File: src/core/algo_tuning_defs.vh
/*
 * Constants for the algorithm tuning register pair: offsets, field
 * positions, write masks, reset values and filter timing.
 * Assumes a 100 MHz clock and an 8-bit register address.
 */
// How it works
// - bits 30-29: brake exit speed delta
// - bits 28-27: speed input glitch filter
// - bit 26: quick initial speed detection
// - bits 25-24: stop declare persistence time
// - bits 23-22: run declare persistence time
// - bits 21-20: initial speed detection timeout
// - bits 19-17: least back-emf for handoff
// - bits 10-8: estimation current target
// - bits 7-6: estimation speed target
// - bits 5-3: estimation acceleration rate
// - bits 2-0: reverse deceleration ratio
// - second register 30-21: weakening proportional gain
// - second register 20-11: weakening integral gain
// - second register bit 10: weakening enable
// - first register at a0, resets zero
// - second register at a2, resets zero
`ifndef ALGO_TUNING_DEFS_VH
`define ALGO_TUNING_DEFS_VH

`define ADDR_W 8
`define OFS_TUNING_ONE 8'ha0
`define OFS_TUNING_TWO 8'ha2
`define RST_TUNING_ONE 32'h00000000
`define RST_TUNING_TWO 32'h00000000
`define MASK_TUNING_ONE 32'h7ffe07ff
`define MASK_TUNING_TWO 32'h7ffffc00

`define F_BRAKE_EXIT_MSB 30
`define F_BRAKE_EXIT_LSB 29
`define F_GLITCH_MSB 28
`define F_GLITCH_LSB 27
`define F_QUICK_DET 26
`define F_STOP_MSB 25
`define F_STOP_LSB 24
`define F_RUN_MSB 23
`define F_RUN_LSB 22
`define F_TIMEOUT_MSB 21
`define F_TIMEOUT_LSB 20
`define F_BEMF_MSB 19
`define F_BEMF_LSB 17
`define F_CURR_MSB 10
`define F_CURR_LSB 8
`define F_SPEED_MSB 7
`define F_SPEED_LSB 6
`define F_ACCEL_MSB 5
`define F_ACCEL_LSB 3
`define F_DECEL_MSB 2
`define F_DECEL_LSB 0
`define F_KP_MSB 30
`define F_KP_LSB 21
`define F_KI_MSB 20
`define F_KI_LSB 11
`define F_FW_EN 10

`define CLK_PERIOD_NS 10
`define GLITCH_T1_NS 200
`define GLITCH_T2_NS 500
`define GLITCH_T3_NS 1000
`define CYC_CEIL(ns) (((ns) + `CLK_PERIOD_NS - 1) / `CLK_PERIOD_NS)

`endif

File: src/core/motor_algo_tuning_regs.v
/*
 * Algorithm tuning register pair with decoded parameter outputs and
 * the speed input deglitch filter that one field steers.
 * Assumes a single 100 MHz clock, synchronous reset and a plain
 * register port with read data one cycle after the read strobe.
 */
// The plain strobed port was chosen for this implementation.
`timescale 1ns/1ps
`include "algo_tuning_defs.vh"
module motor_algo_tuning_regs (
    input wire clk,
    input wire rst,
    input wire [`ADDR_W-1:0] addr,
    input wire [31:0] wdata,
    input wire wr_stb,
    input wire rd_stb,
    output reg [31:0] rdata,
    input wire speed_pin,
    input wire speed_pulse_mode,
    output wire speed_pin_filt,
    output reg [1:0] brake_exit_code,
    output reg [6:0] brake_exit_tenth_pct,
    output reg [1:0] glitch_code,
    output reg [6:0] glitch_cycles,
    output reg quick_startup_detect_enable,
    output reg [1:0] stop_declare_persistence,
    output reg [6:0] stop_persist_ms,
    output reg [1:0] run_declare_persistence,
    output reg [6:0] run_persist_ms,
    output reg [1:0] startup_detect_timeout,
    output reg [10:0] timeout_ms,
    output reg [2:0] handoff_min_back_emf,
    output reg [11:0] handoff_bemf_mv,
    output reg [2:0] estimation_current_target,
    output reg [6:0] est_current_pct,
    output reg [1:0] estimation_speed_target,
    output reg [5:0] est_speed_pct,
    output reg [2:0] estimation_accel_rate,
    output reg [7:0] est_accel_tenth_hz,
    output reg [2:0] reverse_decel_ratio,
    output reg [7:0] reverse_decel_pct,
    output reg [9:0] field_weaken_prop_gain,
    output reg [17:0] prop_gain_e4,
    output reg [9:0] field_weaken_integ_gain,
    output reg [17:0] integ_gain_e2,
    output reg field_weaken_enable
);

////////////////////////////////////////////////////////////////////////
// decode tables

function [6:0] brake_exit_lut;
    input [1:0] code;
    begin
        case (code)
            2'h0: brake_exit_lut = 7'h19;
            2'h1: brake_exit_lut = 7'h32;
            2'h2: brake_exit_lut = 7'h4b;
            default: brake_exit_lut = 7'h64;
        endcase
    end
endfunction

// hold counts cut to the output width on purpose; all fit in 7 bits
localparam [31:0] glitch_cyc_1 = `CYC_CEIL(`GLITCH_T1_NS);
localparam [31:0] glitch_cyc_2 = `CYC_CEIL(`GLITCH_T2_NS);
localparam [31:0] glitch_cyc_3 = `CYC_CEIL(`GLITCH_T3_NS);

function [6:0] glitch_lut;
    input [1:0] code;
    begin
        case (code)
            2'h0: glitch_lut = 7'h00;
            2'h1: glitch_lut = glitch_cyc_1[6:0];
            2'h2: glitch_lut = glitch_cyc_2[6:0];
            default: glitch_lut = glitch_cyc_3[6:0];
        endcase
    end
endfunction

// stop and run persistence share one table
function [6:0] persist_lut;
    input [1:0] code;
    begin
        case (code)
            2'h0: persist_lut = 7'h01;
            2'h1: persist_lut = 7'h05;
            2'h2: persist_lut = 7'h32;
            default: persist_lut = 7'h64;
        endcase
    end
endfunction

function [10:0] timeout_lut;
    input [1:0] code;
    begin
        case (code)
            2'h0: timeout_lut = 11'h1f4;
            2'h1: timeout_lut = 11'h2ee;
            2'h2: timeout_lut = 11'h3e8;
            default: timeout_lut = 11'h7d0;
        endcase
    end
endfunction

function [11:0] bemf_lut;
    input [2:0] code;
    begin
        case (code)
            3'h0: bemf_lut = 12'h000;
            3'h1: bemf_lut = 12'h064;
            3'h2: bemf_lut = 12'h0c8;
            3'h3: bemf_lut = 12'h1f4;
            3'h4: bemf_lut = 12'h3e8;
            3'h5: bemf_lut = 12'h7d0;
            3'h6: bemf_lut = 12'h9c4;
            default: bemf_lut = 12'hbb8;
        endcase
    end
endfunction

function [5:0] speed_lut;
    input [1:0] code;
    begin
        case (code)
            2'h0: speed_lut = 6'h0f;
            2'h1: speed_lut = 6'h19;
            2'h2: speed_lut = 6'h23;
            default: speed_lut = 6'h32;
        endcase
    end
endfunction

// acceleration in steps of 0.1 Hz/s
function [7:0] accel_lut;
    input [2:0] code;
    begin
        case (code)
            3'h0: accel_lut = 8'h01;
            3'h1: accel_lut = 8'h05;
            3'h2: accel_lut = 8'h0a;
            3'h3: accel_lut = 8'h14;
            3'h4: accel_lut = 8'h1e;
            3'h5: accel_lut = 8'h32;
            3'h6: accel_lut = 8'h64;
            default: accel_lut = 8'hc8;
        endcase
    end
endfunction

function [7:0] decel_lut;
    input [2:0] code;
    begin
        case (code)
            3'h0: decel_lut = 8'h32;
            3'h1: decel_lut = 8'h3c;
            3'h2: decel_lut = 8'h46;
            3'h3: decel_lut = 8'h50;
            3'h4: decel_lut = 8'h5a;
            3'h5: decel_lut = 8'h64;
            3'h6: decel_lut = 8'h7d;
            default: decel_lut = 8'h96;
        endcase
    end
endfunction

// mantissa times 1000 over ten to the exponent; this one form serves
// both gains, proportional in 1e-4 units and integral in 1e-2 units
function [17:0] gain_lut;
    input [9:0] field;
    reg [17:0] mant;
    begin
        mant = {10'h000, field[7:0]};
        case (field[9:8])
            2'h0: gain_lut = mant * 18'h003e8;
            2'h1: gain_lut = mant * 18'h00064;
            2'h2: gain_lut = mant * 18'h0000a;
            default: gain_lut = mant;
        endcase
    end
endfunction

////////////////////////////////////////////////////////////////////////
// register storage and bus

reg [31:0] tuning_one_r;
reg [31:0] tuning_two_r;
reg [31:0] rd_nxt;
wire hit_one;
wire hit_two;

assign hit_one = (addr == `OFS_TUNING_ONE);
assign hit_two = (addr == `OFS_TUNING_TWO);

// reserved bits never take write data, so they stay zero
always @(posedge clk) begin
    if (rst) begin
        tuning_one_r <= `RST_TUNING_ONE;
        tuning_two_r <= `RST_TUNING_TWO;
    end else if (wr_stb) begin
        if (hit_one) begin
            tuning_one_r <= wdata & `MASK_TUNING_ONE;
        end
        if (hit_two) begin
            tuning_two_r <= wdata & `MASK_TUNING_TWO;
        end
    end
end

// unlisted offsets read zero and swallow writes
always @* begin
    rd_nxt = 32'h00000000;
    if (hit_one) begin
        rd_nxt = tuning_one_r & `MASK_TUNING_ONE;
    end else if (hit_two) begin
        rd_nxt = tuning_two_r & `MASK_TUNING_TWO;
    end
end

// data stand only in the cycle after the strobe
always @(posedge clk) begin
    if (rst) begin
        rdata <= 32'h00000000;
    end else if (rd_stb) begin
        rdata <= rd_nxt;
    end else begin
        rdata <= 32'h00000000;
    end
end

////////////////////////////////////////////////////////////////////////
// field extraction

wire [1:0] brake_f = tuning_one_r[`F_BRAKE_EXIT_MSB:`F_BRAKE_EXIT_LSB];
wire [1:0] glitch_f = tuning_one_r[`F_GLITCH_MSB:`F_GLITCH_LSB];
wire quick_f = tuning_one_r[`F_QUICK_DET];
wire [1:0] stop_f = tuning_one_r[`F_STOP_MSB:`F_STOP_LSB];
wire [1:0] run_f = tuning_one_r[`F_RUN_MSB:`F_RUN_LSB];
wire [1:0] tout_f = tuning_one_r[`F_TIMEOUT_MSB:`F_TIMEOUT_LSB];
wire [2:0] bemf_f = tuning_one_r[`F_BEMF_MSB:`F_BEMF_LSB];
wire [2:0] curr_f = tuning_one_r[`F_CURR_MSB:`F_CURR_LSB];
wire [1:0] speed_f = tuning_one_r[`F_SPEED_MSB:`F_SPEED_LSB];
wire [2:0] accel_f = tuning_one_r[`F_ACCEL_MSB:`F_ACCEL_LSB];
wire [2:0] decel_f = tuning_one_r[`F_DECEL_MSB:`F_DECEL_LSB];
wire [9:0] kp_f = tuning_two_r[`F_KP_MSB:`F_KP_LSB];
wire [9:0] ki_f = tuning_two_r[`F_KI_MSB:`F_KI_LSB];
wire fw_f = tuning_two_r[`F_FW_EN];

////////////////////////////////////////////////////////////////////////
// registered parameter outputs, one cycle behind the registers

always @(posedge clk) begin
    if (rst) begin
        brake_exit_code <= 2'h0;
        brake_exit_tenth_pct <= 7'h00;
        glitch_code <= 2'h0;
        glitch_cycles <= 7'h00;
        quick_startup_detect_enable <= 1'b0;
        stop_declare_persistence <= 2'h0;
        stop_persist_ms <= 7'h00;
        run_declare_persistence <= 2'h0;
        run_persist_ms <= 7'h00;
        startup_detect_timeout <= 2'h0;
        timeout_ms <= 11'h000;
        handoff_min_back_emf <= 3'h0;
        handoff_bemf_mv <= 12'h000;
        estimation_current_target <= 3'h0;
        est_current_pct <= 7'h00;
        estimation_speed_target <= 2'h0;
        est_speed_pct <= 6'h00;
        estimation_accel_rate <= 3'h0;
        est_accel_tenth_hz <= 8'h00;
        reverse_decel_ratio <= 3'h0;
        reverse_decel_pct <= 8'h00;
        field_weaken_prop_gain <= 10'h000;
        prop_gain_e4 <= 18'h00000;
        field_weaken_integ_gain <= 10'h000;
        integ_gain_e2 <= 18'h00000;
        field_weaken_enable <= 1'b0;
    end else begin
        brake_exit_code <= brake_f;
        brake_exit_tenth_pct <= brake_exit_lut(brake_f);
        glitch_code <= glitch_f;
        glitch_cycles <= glitch_lut(glitch_f);
        quick_startup_detect_enable <= quick_f;
        stop_declare_persistence <= stop_f;
        stop_persist_ms <= persist_lut(stop_f);
        run_declare_persistence <= run_f;
        run_persist_ms <= persist_lut(run_f);
        startup_detect_timeout <= tout_f;
        timeout_ms <= timeout_lut(tout_f);
        handoff_min_back_emf <= bemf_f;
        handoff_bemf_mv <= bemf_lut(bemf_f);
        estimation_current_target <= curr_f;
        est_current_pct <= {4'h0, curr_f} * 7'h0a + 7'h0a;
        estimation_speed_target <= speed_f;
        est_speed_pct <= speed_lut(speed_f);
        estimation_accel_rate <= accel_f;
        est_accel_tenth_hz <= accel_lut(accel_f);
        reverse_decel_ratio <= decel_f;
        reverse_decel_pct <= decel_lut(decel_f);
        field_weaken_prop_gain <= kp_f;
        prop_gain_e4 <= gain_lut(kp_f);
        field_weaken_integ_gain <= ki_f;
        integ_gain_e2 <= gain_lut(ki_f);
        field_weaken_enable <= fw_f;
    end
end

////////////////////////////////////////////////////////////////////////
// speed input deglitch, only in pulse-width or frequency input mode

reg filt_bypass_r;

always @(posedge clk) begin
    if (rst) begin
        filt_bypass_r <= 1'b1;
    end else begin
        filt_bypass_r <= (glitch_f == 2'h0) | ~speed_pulse_mode;
    end
end

speed_glitch_filter #(
    .CNT_W(7)
) u_speed_filter (
    .clk(clk),
    .rst(rst),
    .pin_in(speed_pin),
    .bypass(filt_bypass_r),
    .hold_cycles(glitch_cycles),
    .pin_out(speed_pin_filt)
);

endmodule

File: src/core/speed_glitch_filter.v
/*
 * Deglitch filter for the speed/wake input pin.
 * Assumes the pin is asynchronous; it is synchronised here first.
 */
`timescale 1ns/1ps
module speed_glitch_filter #(
    parameter CNT_W = 7
) (
    input wire clk,
    input wire rst,
    input wire pin_in,
    input wire bypass,
    input wire [CNT_W-1:0] hold_cycles,
    output reg pin_out
);

reg sync1_r;
reg sync2_r;
reg [CNT_W-1:0] cnt_r;

always @(posedge clk) begin
    if (rst) begin
        sync1_r <= 1'b0;
        sync2_r <= 1'b0;
    end else begin
        sync1_r <= pin_in;
        sync2_r <= sync1_r;
    end
end

////////////////////////////////////////////////////////////////////////
// a new level must stand hold_cycles before it is passed on
always @(posedge clk) begin
    if (rst) begin
        cnt_r <= {CNT_W{1'b0}};
        pin_out <= 1'b0;
    end else if (bypass) begin
        cnt_r <= {CNT_W{1'b0}};
        pin_out <= sync2_r;
    end else if (sync2_r == pin_out) begin
        cnt_r <= {CNT_W{1'b0}};
    end else if (cnt_r + {{(CNT_W-1){1'b0}}, 1'b1} >= hold_cycles) begin
        cnt_r <= {CNT_W{1'b0}};
        pin_out <= sync2_r;
    end else begin
        cnt_r <= cnt_r + {{(CNT_W-1){1'b0}}, 1'b1};
    end
end

endmodule

File: config.mk
export PLATFORM = sky130hd
export DESIGN_NAME = motor_algo_tuning_regs
export DESIGN_NICKNAME = d
export VERILOG_FILES = /design/src/core/motor_algo_tuning_regs.v /design/src/core/speed_glitch_filter.v
export VERILOG_INCLUDE_DIRS = /design/src /design/src/core
export SDC_FILE = /design/constraint.sdc
export NUM_CORES = 1
export LEC_CHECK = 0
export ABC_AREA = 1
export BUFFER_PORTS_ARGS = -buffer_cell sky130_fd_sc_hd__buf_2
export CORE_MARGIN = 10
export CORE_UTILIZATION = 45
export DETAILED_ROUTE_END_ITERATION = 7
export GPL_TIMING_DRIVEN = 0
export MAX_ROUTING_LAYER = met4
export PLACE_DENSITY = 0.67
export SYNTH_ARGS = -nofsm -noshare
export SYNTH_HDL_FRONTEND = slang
export SYNTH_SLANG_ARGS = --single-unit
File: constraint.sdc
create_clock -name clk -period 8.2 [get_ports clk]
set_input_delay 0.82 -clock clk [delete_from_list [all_inputs] [get_ports clk]]
set_output_delay 0.82 -clock clk [all_outputs]
set_load 0.005 [all_outputs]
### Word level (Yosys, flattened, before mapping)

Cells that the tools add are included.
Widths: inputs -> output; s select.

* multipliers: 7
* bitwise operators: 4
* magnitude comparators: 1
* $add $sub $neg: 2
* multiplexer cells: 16
* equal/unequal tests: 38
* reductions and logical operators: 19

Operators by type and width (number)
* $pmux 8 s7: 2
* $pmux 18 s3: 2
* $pmux 12 s7: 1
* $pmux 7 s3: 4
* $mux 31: 2
* $pmux 11 s3: 1
* $mul 8x7->15 const B: 2
* $eq 3x3->1 const B: 9
* $mul 8x5->13 const B: 2
* $mul 8x3->11 const B: 2
* $eq 3x2->1 const B: 6
* $pmux 6 s3: 1
* $eq 2x1->1 const B: 8
* $eq 2x2->1 const B: 8
* $eq 8x8->1 const B: 2
* $logic_not 2->1: 8
* $eq 3x1->1 const B: 3
* $logic_not 3->1: 3
* $reduce_or 4->1: 2
* $add 7x1->7 const B: 1
* $add 7x4->7 const B: 1
* $ge 7x7->1: 1
* $mul 3x3->6 const B: 1
* $reduce_and 2->1: 3
* other kinds (8): 12

* flip-flop bits (word level): 251
* input bits: 46
* word-level logic and storage cells: 123
* output and inout bits: 195

### Logic depth before layout (Yosys ltp)

* depth after elaboration: 5
* mapped depth: 18
* depth with buffers taken out: 18

### Modules after synthesis

From an unflattened synthesis, not the netlist that was laid out.

* cells, all modules: 1533
* area, all modules: 12705.9 µm²

By module, submodules not included
* motor_algo_tuning_regs: sequential area each 4564.4 µm², instances 1, cells an instance 1452, area an instance 12090.3 µm²
* speed_glitch_filter: sequential area each 200.2 µm², instances 1, cells an instance 81, area an instance 615.6 µm²

### Worst setup path before layout

No wires, ideal clock.

* path type: register -> register
* from: register tuning_two_r[22]
* to: register prop_gain_e4[17]
* cell stages (with the launch flop): 16
* buffers on the path: 0
* arrival: 3.582 ns
* slack: 4.501 ns
* clock period less this slack: 3.699 ns
* required time: 8.083 ns
* setup time: 0.117 ns
* cells stage by stage: dfxtp_1 inv_1 fa_1 fa_1 fa_1 fa_1 inv_1 ha_1 a21oi_1 nor2_1 nor2_1 nand2_1 nand2_1 nand2_1 nand2_1 a21oi_1

* word-level cells in the longest chain between the ends: 2

Ends and longest elaborated chain
* start: declaration: RTL line motor_algo_tuning_regs.v:187 `reg [31:0] tuning_two_r;`
* start signal: assignment: RTL line motor_algo_tuning_regs.v:199 `` tuning_two_r <= `RST_TUNING_TWO; ``
* start signal: assignment: RTL line motor_algo_tuning_regs.v:205 `` tuning_two_r <= wdata & `MASK_TUNING_TWO; ``
* $mul 8x7->15: RTL line motor_algo_tuning_regs.v:175 `2'h0: gain_lut = mant * 18'h003e8;`
* $pmux 18 s3: RTL line motor_algo_tuning_regs.v:174 `case (field[9:8])`
* end signal: assignment: RTL line motor_algo_tuning_regs.v:303 `prop_gain_e4 <= gain_lut(kp_f);`
* end: declaration: RTL line motor_algo_tuning_regs.v:43 `output reg [17:0] prop_gain_e4,`

No other way between the ends.
A chain may end at the register's enable or synchronous reset.

### Worst setup path after layout

* from: register tuning_two_r[12]
* to: register integ_gain_e2[10]

* word-level cells in the longest chain between the ends: 2
* elaborated cells on any way between the ends: 4
* classes of those cells: 3 x mul; 1 x mux

Ends and longest elaborated chain
* $mul 8x3->11, or another cell as far along: RTL line motor_algo_tuning_regs.v:177 `2'h2: gain_lut = mant * 18'h0000a;`
* $pmux 18 s3 (*): RTL line motor_algo_tuning_regs.v:174
* end signal: assignment: RTL line motor_algo_tuning_regs.v:305 `integ_gain_e2 <= gain_lut(ki_f);`
* end: declaration: RTL line motor_algo_tuning_regs.v:45 `output reg [17:0] integ_gain_e2,`

Every way passes the cells marked *; elsewhere a longest branch is shown, timed or not.

==> flow_metrics.env <==
export IMPL_dr_total_vias=10700
export IMPL_start_kind="flip-flop"
export IMPL_cts_tree="done"
export IMPL_synthesis_area_sq_mm=0.0125
export IMPL_multi_input_area_sq_mm=0.00652
export IMPL_cts_resized=0
export IMPL_rr_worst_depth=14
export IMPL_start_util_pct=45.9
export IMPL_leakage_nw=8.04
export IMPL_drtPass1Iterations=5
export IMPL_areaGrowthSynthToFinish_pct=20.6
export IMPL_timing_final_crit_period_ns=4.18
export IMPL_drtIter0Drc=608
export IMPL_final_area_sq_mm=0.0150
export IMPL_tightest_slew_ns=1.11
export IMPL_fin_skew_ns=0.00941
export IMPL_clockBufferDepth=3
export IMPL_synthCells=1486
export IMPL_root_buffer="clkbuf_16"
export IMPL_grt_pass1_vias=10600
export IMPL_max_freq_mhz=239
export IMPL_yosysSeqAreaShare_pct=38.3
export IMPL_hold_class="flip-flop to flip-flop"
export IMPL_pin_count=241
export IMPL_crit_arrival_ns=4.59
export IMPL_grt_pass1_wl_um=58500
export IMPL_routed_wl_um=37000
export IMPL_total_power_mw=2.44
export IMPL_hold_viol=0
export IMPL_outcome="complete, no violations"
export IMPL_grt_max_degree=15
export IMPL_cts_max_level=1
export IMPL_clock_sinks=238
export IMPL_min_to="u_speed_filter.sync2_r"
export IMPL_clock_latency_ns=0.52
export IMPL_slew_headroom_pct=25.8
export IMPL_fp_dieW_um=186
export IMPL_ys_seq_elements=238
export IMPL_final_util_pct=55.4
export IMPL_dieArea_sq_mm=0.0347
export IMPL_drive_gt1_share_pct=17.4
export IMPL_end_kind="flip-flop"
export IMPL_reg2reg_from="tuning_two_r[12]"
export IMPL_cp_required_ns=8.61
export IMPL_r2r_slack_ns=4.02
export IMPL_rsz0062_at_grt="no"
export IMPL_fp_row_count=60
export IMPL_seqCellArea_sq_mm=0.00476
export IMPL_hold_depth=2
export IMPL_nFillCells=2569
export IMPL_drc=0
export IMPL_setup_viol=0
export IMPL_ys_dominant_reg_cell="dfxtp_1"
export IMPL_power_density_mw_per_mm2=163
export IMPL_final_max_slew_viol_count=0
export IMPL_crit_type="flip-flop to flip-flop"
export IMPL_viasPerCell=4.98
export IMPL_cts_setup_buffers=0
export IMPL_dpl_cell_area_sq_mm=0.0141
export IMPL_finalSetupTns_ns=0
export IMPL_period_share_pct=51.0
export IMPL_path_clk_slew_ns=0.06
export IMPL_max_vdd_ir_drop_v=0.000128
export IMPL_port_buffers=230
export IMPL_nets=2009
export IMPL_async_flop_share_pct=0
export IMPL_reg2reg_to="integ_gain_e2[10]"
export IMPL_hold_buffers=0
export IMPL_crit_path_max_fanout=10
export IMPL_fp_coreArea_sq_mm=0.0271
export IMPL_drv_cap=0
export IMPL_wl_per_cell_um=17.2
export IMPL_synth_cell_types=40
export IMPL_hold_start="u_speed_filter.sync1_r"
export IMPL_ys_warn_count=0
export IMPL_place_gp_congestion=0.942
export IMPL_die_y_um=186
export IMPL_synth_edff_count=0
export IMPL_gr_total_overflow=0
export IMPL_cts_buffers=26
export IMPL_dp_hpwl_um=29600
export IMPL_grt_usage_pct=21.2
export IMPL_ant_nets=0
export IMPL_antenna_found_initial=8
export IMPL_avgSynthCellArea_sq_um=8.38
-- cell usage in the layout (no fill, tap or decap), types with 50 or more instances in the layout --
cell,netlist,final
nand3_1,83,83
nand2_1,195,195
o21ai_0,60,60
nor2_1,155,155
dfxtp_1,238,238
ha_1,161,161
inv_1,248,248
buf_2,10,240
fa_1,50,50
a21oi_1,131,131
-- through the flow --
step,std cells,setup WS (ns),hold slack (ns)
after floorplan,1494,4.50,0.388
after global placement,2096,4.04,0.400
after global routing,2148,3.69,0.435
after CTS,2141,4.03,0.414
final,2149,4.02,0.409
after detailed placement,2096,4.03,0.404
-- logic make-up after synthesis --
logic type | share of synthesized area, %
other | 0.0301
XOR/XNOR | 1.06
AO/OA/AOI/OAI | 10.8
buffers and inverters | 9.62
adder cells (fa/ha/maj) | 24.2
flip-flops | 38.3
AND/OR/NAND/NOR | 16.0
-- power breakdown --
group,switching [mW],internal [mW]
clock,0.465,0.736
sequential,0.00286,1.16
combinational,0.0480,0.0246
total,0.516,1.92
-- cell usage after synthesis (15+ instances only) --
| master | instances | share of area (%) |
|---|---|---|
| inv_1 | 248 | 7.5 |
| dfxtp_1 | 238 | 38 |
| nand2_1 | 195 | 5.9 |
| ha_1 | 161 | 16 |
| nor2_1 | 155 | 4.7 |
| a21oi_1 | 131 | 5.3 |
| nand3_1 | 83 | 3.3 |
| o21ai_0 | 60 | 2.4 |
| fa_1 | 50 | 8.0 |
| clkbuf_1 | 24 | 0.72 |
| nor3_1 | 23 | 0.92 |
| o22ai_1 | 16 | 0.80 |
| buf_4 | 15 | 0.90 |
-- per-layer routing --
metal / routed length, um / GRT usage (%) / up-vias
li1: - / - / 5298
met1: 16300 / 26.1 / 5007
met2: 17300 / 35.1 / 347
met3: 2630 / 4.21 / 52
met4: 756 / 5.13 / 0
met5: 0 / - / -
-- state kept, by name, indices dropped and copies added, names as in the netlist, 5 cells and up --
| name | flops |
|---|---|
| field_weaken_integ_gain | 10 |
| handoff_bemf_mv | 10 |
| rdata | 31 |
| u_speed_filter.cnt_r | 7 |
| stop_persist_ms | 5 |
| prop_gain_e4 | 18 |
| tuning_two_r | 21 |
| est_current_pct | 6 |
| est_speed_pct | 6 |
| run_persist_ms | 5 |
| glitch_cycles | 5 |
| reverse_decel_pct | 8 |
| timeout_ms | 9 |
| field_weaken_prop_gain | 10 |
| integ_gain_e2 | 18 |
| tuning_one_r | 25 |
| brake_exit_tenth_pct | 6 |
| est_accel_tenth_hz | 8 |
-- critical path, cell delays in order, from the launching register on --
cell and delay, ns:
dfxtp_1 0.62, inv_1 0.21, fa_1 0.61, fa_1 0.45, fa_1 0.50, fa_1 0.51, inv_1 0.05, ha_1 0.34
nand3b_1 0.17, nand3_1 0.09, o21ai_0 0.18, inv_1 0.09, nand2_1 0.05, nor2_1 0.14, nor2_1 0.05
-- final cells by class --
type	count	area share, %
repair buffers	230	7.67
well taps	372	3.10
clock inverters	12	1.00
inverters	248	6.20
clock buffers	33	4.98
plain buffers	52	1.77
diodes	8	0.133
flip-flops and latches	238	31.7
multi-input cells	956	43.4
-- how the worst max path moves through the flow --
stage | startpoint | endpoint | slack (ns)
final | tuning_two_r[12] | integ_gain_e2[10] | 4.02
after global routing | tuning_two_r[26] | prop_gain_e4[16] | 3.69
after CTS | tuning_two_r[12] | integ_gain_e2[10] | 4.03
after detailed placement | tuning_two_r[12] | integ_gain_e2[10] | 4.03
after global placement | tuning_two_r[26] | prop_gain_e4[17] | 4.04
after floorplan | tuning_two_r[22] | prop_gain_e4[17] | 4.50
No activity file was read; power rests on OpenSTA's default activity.
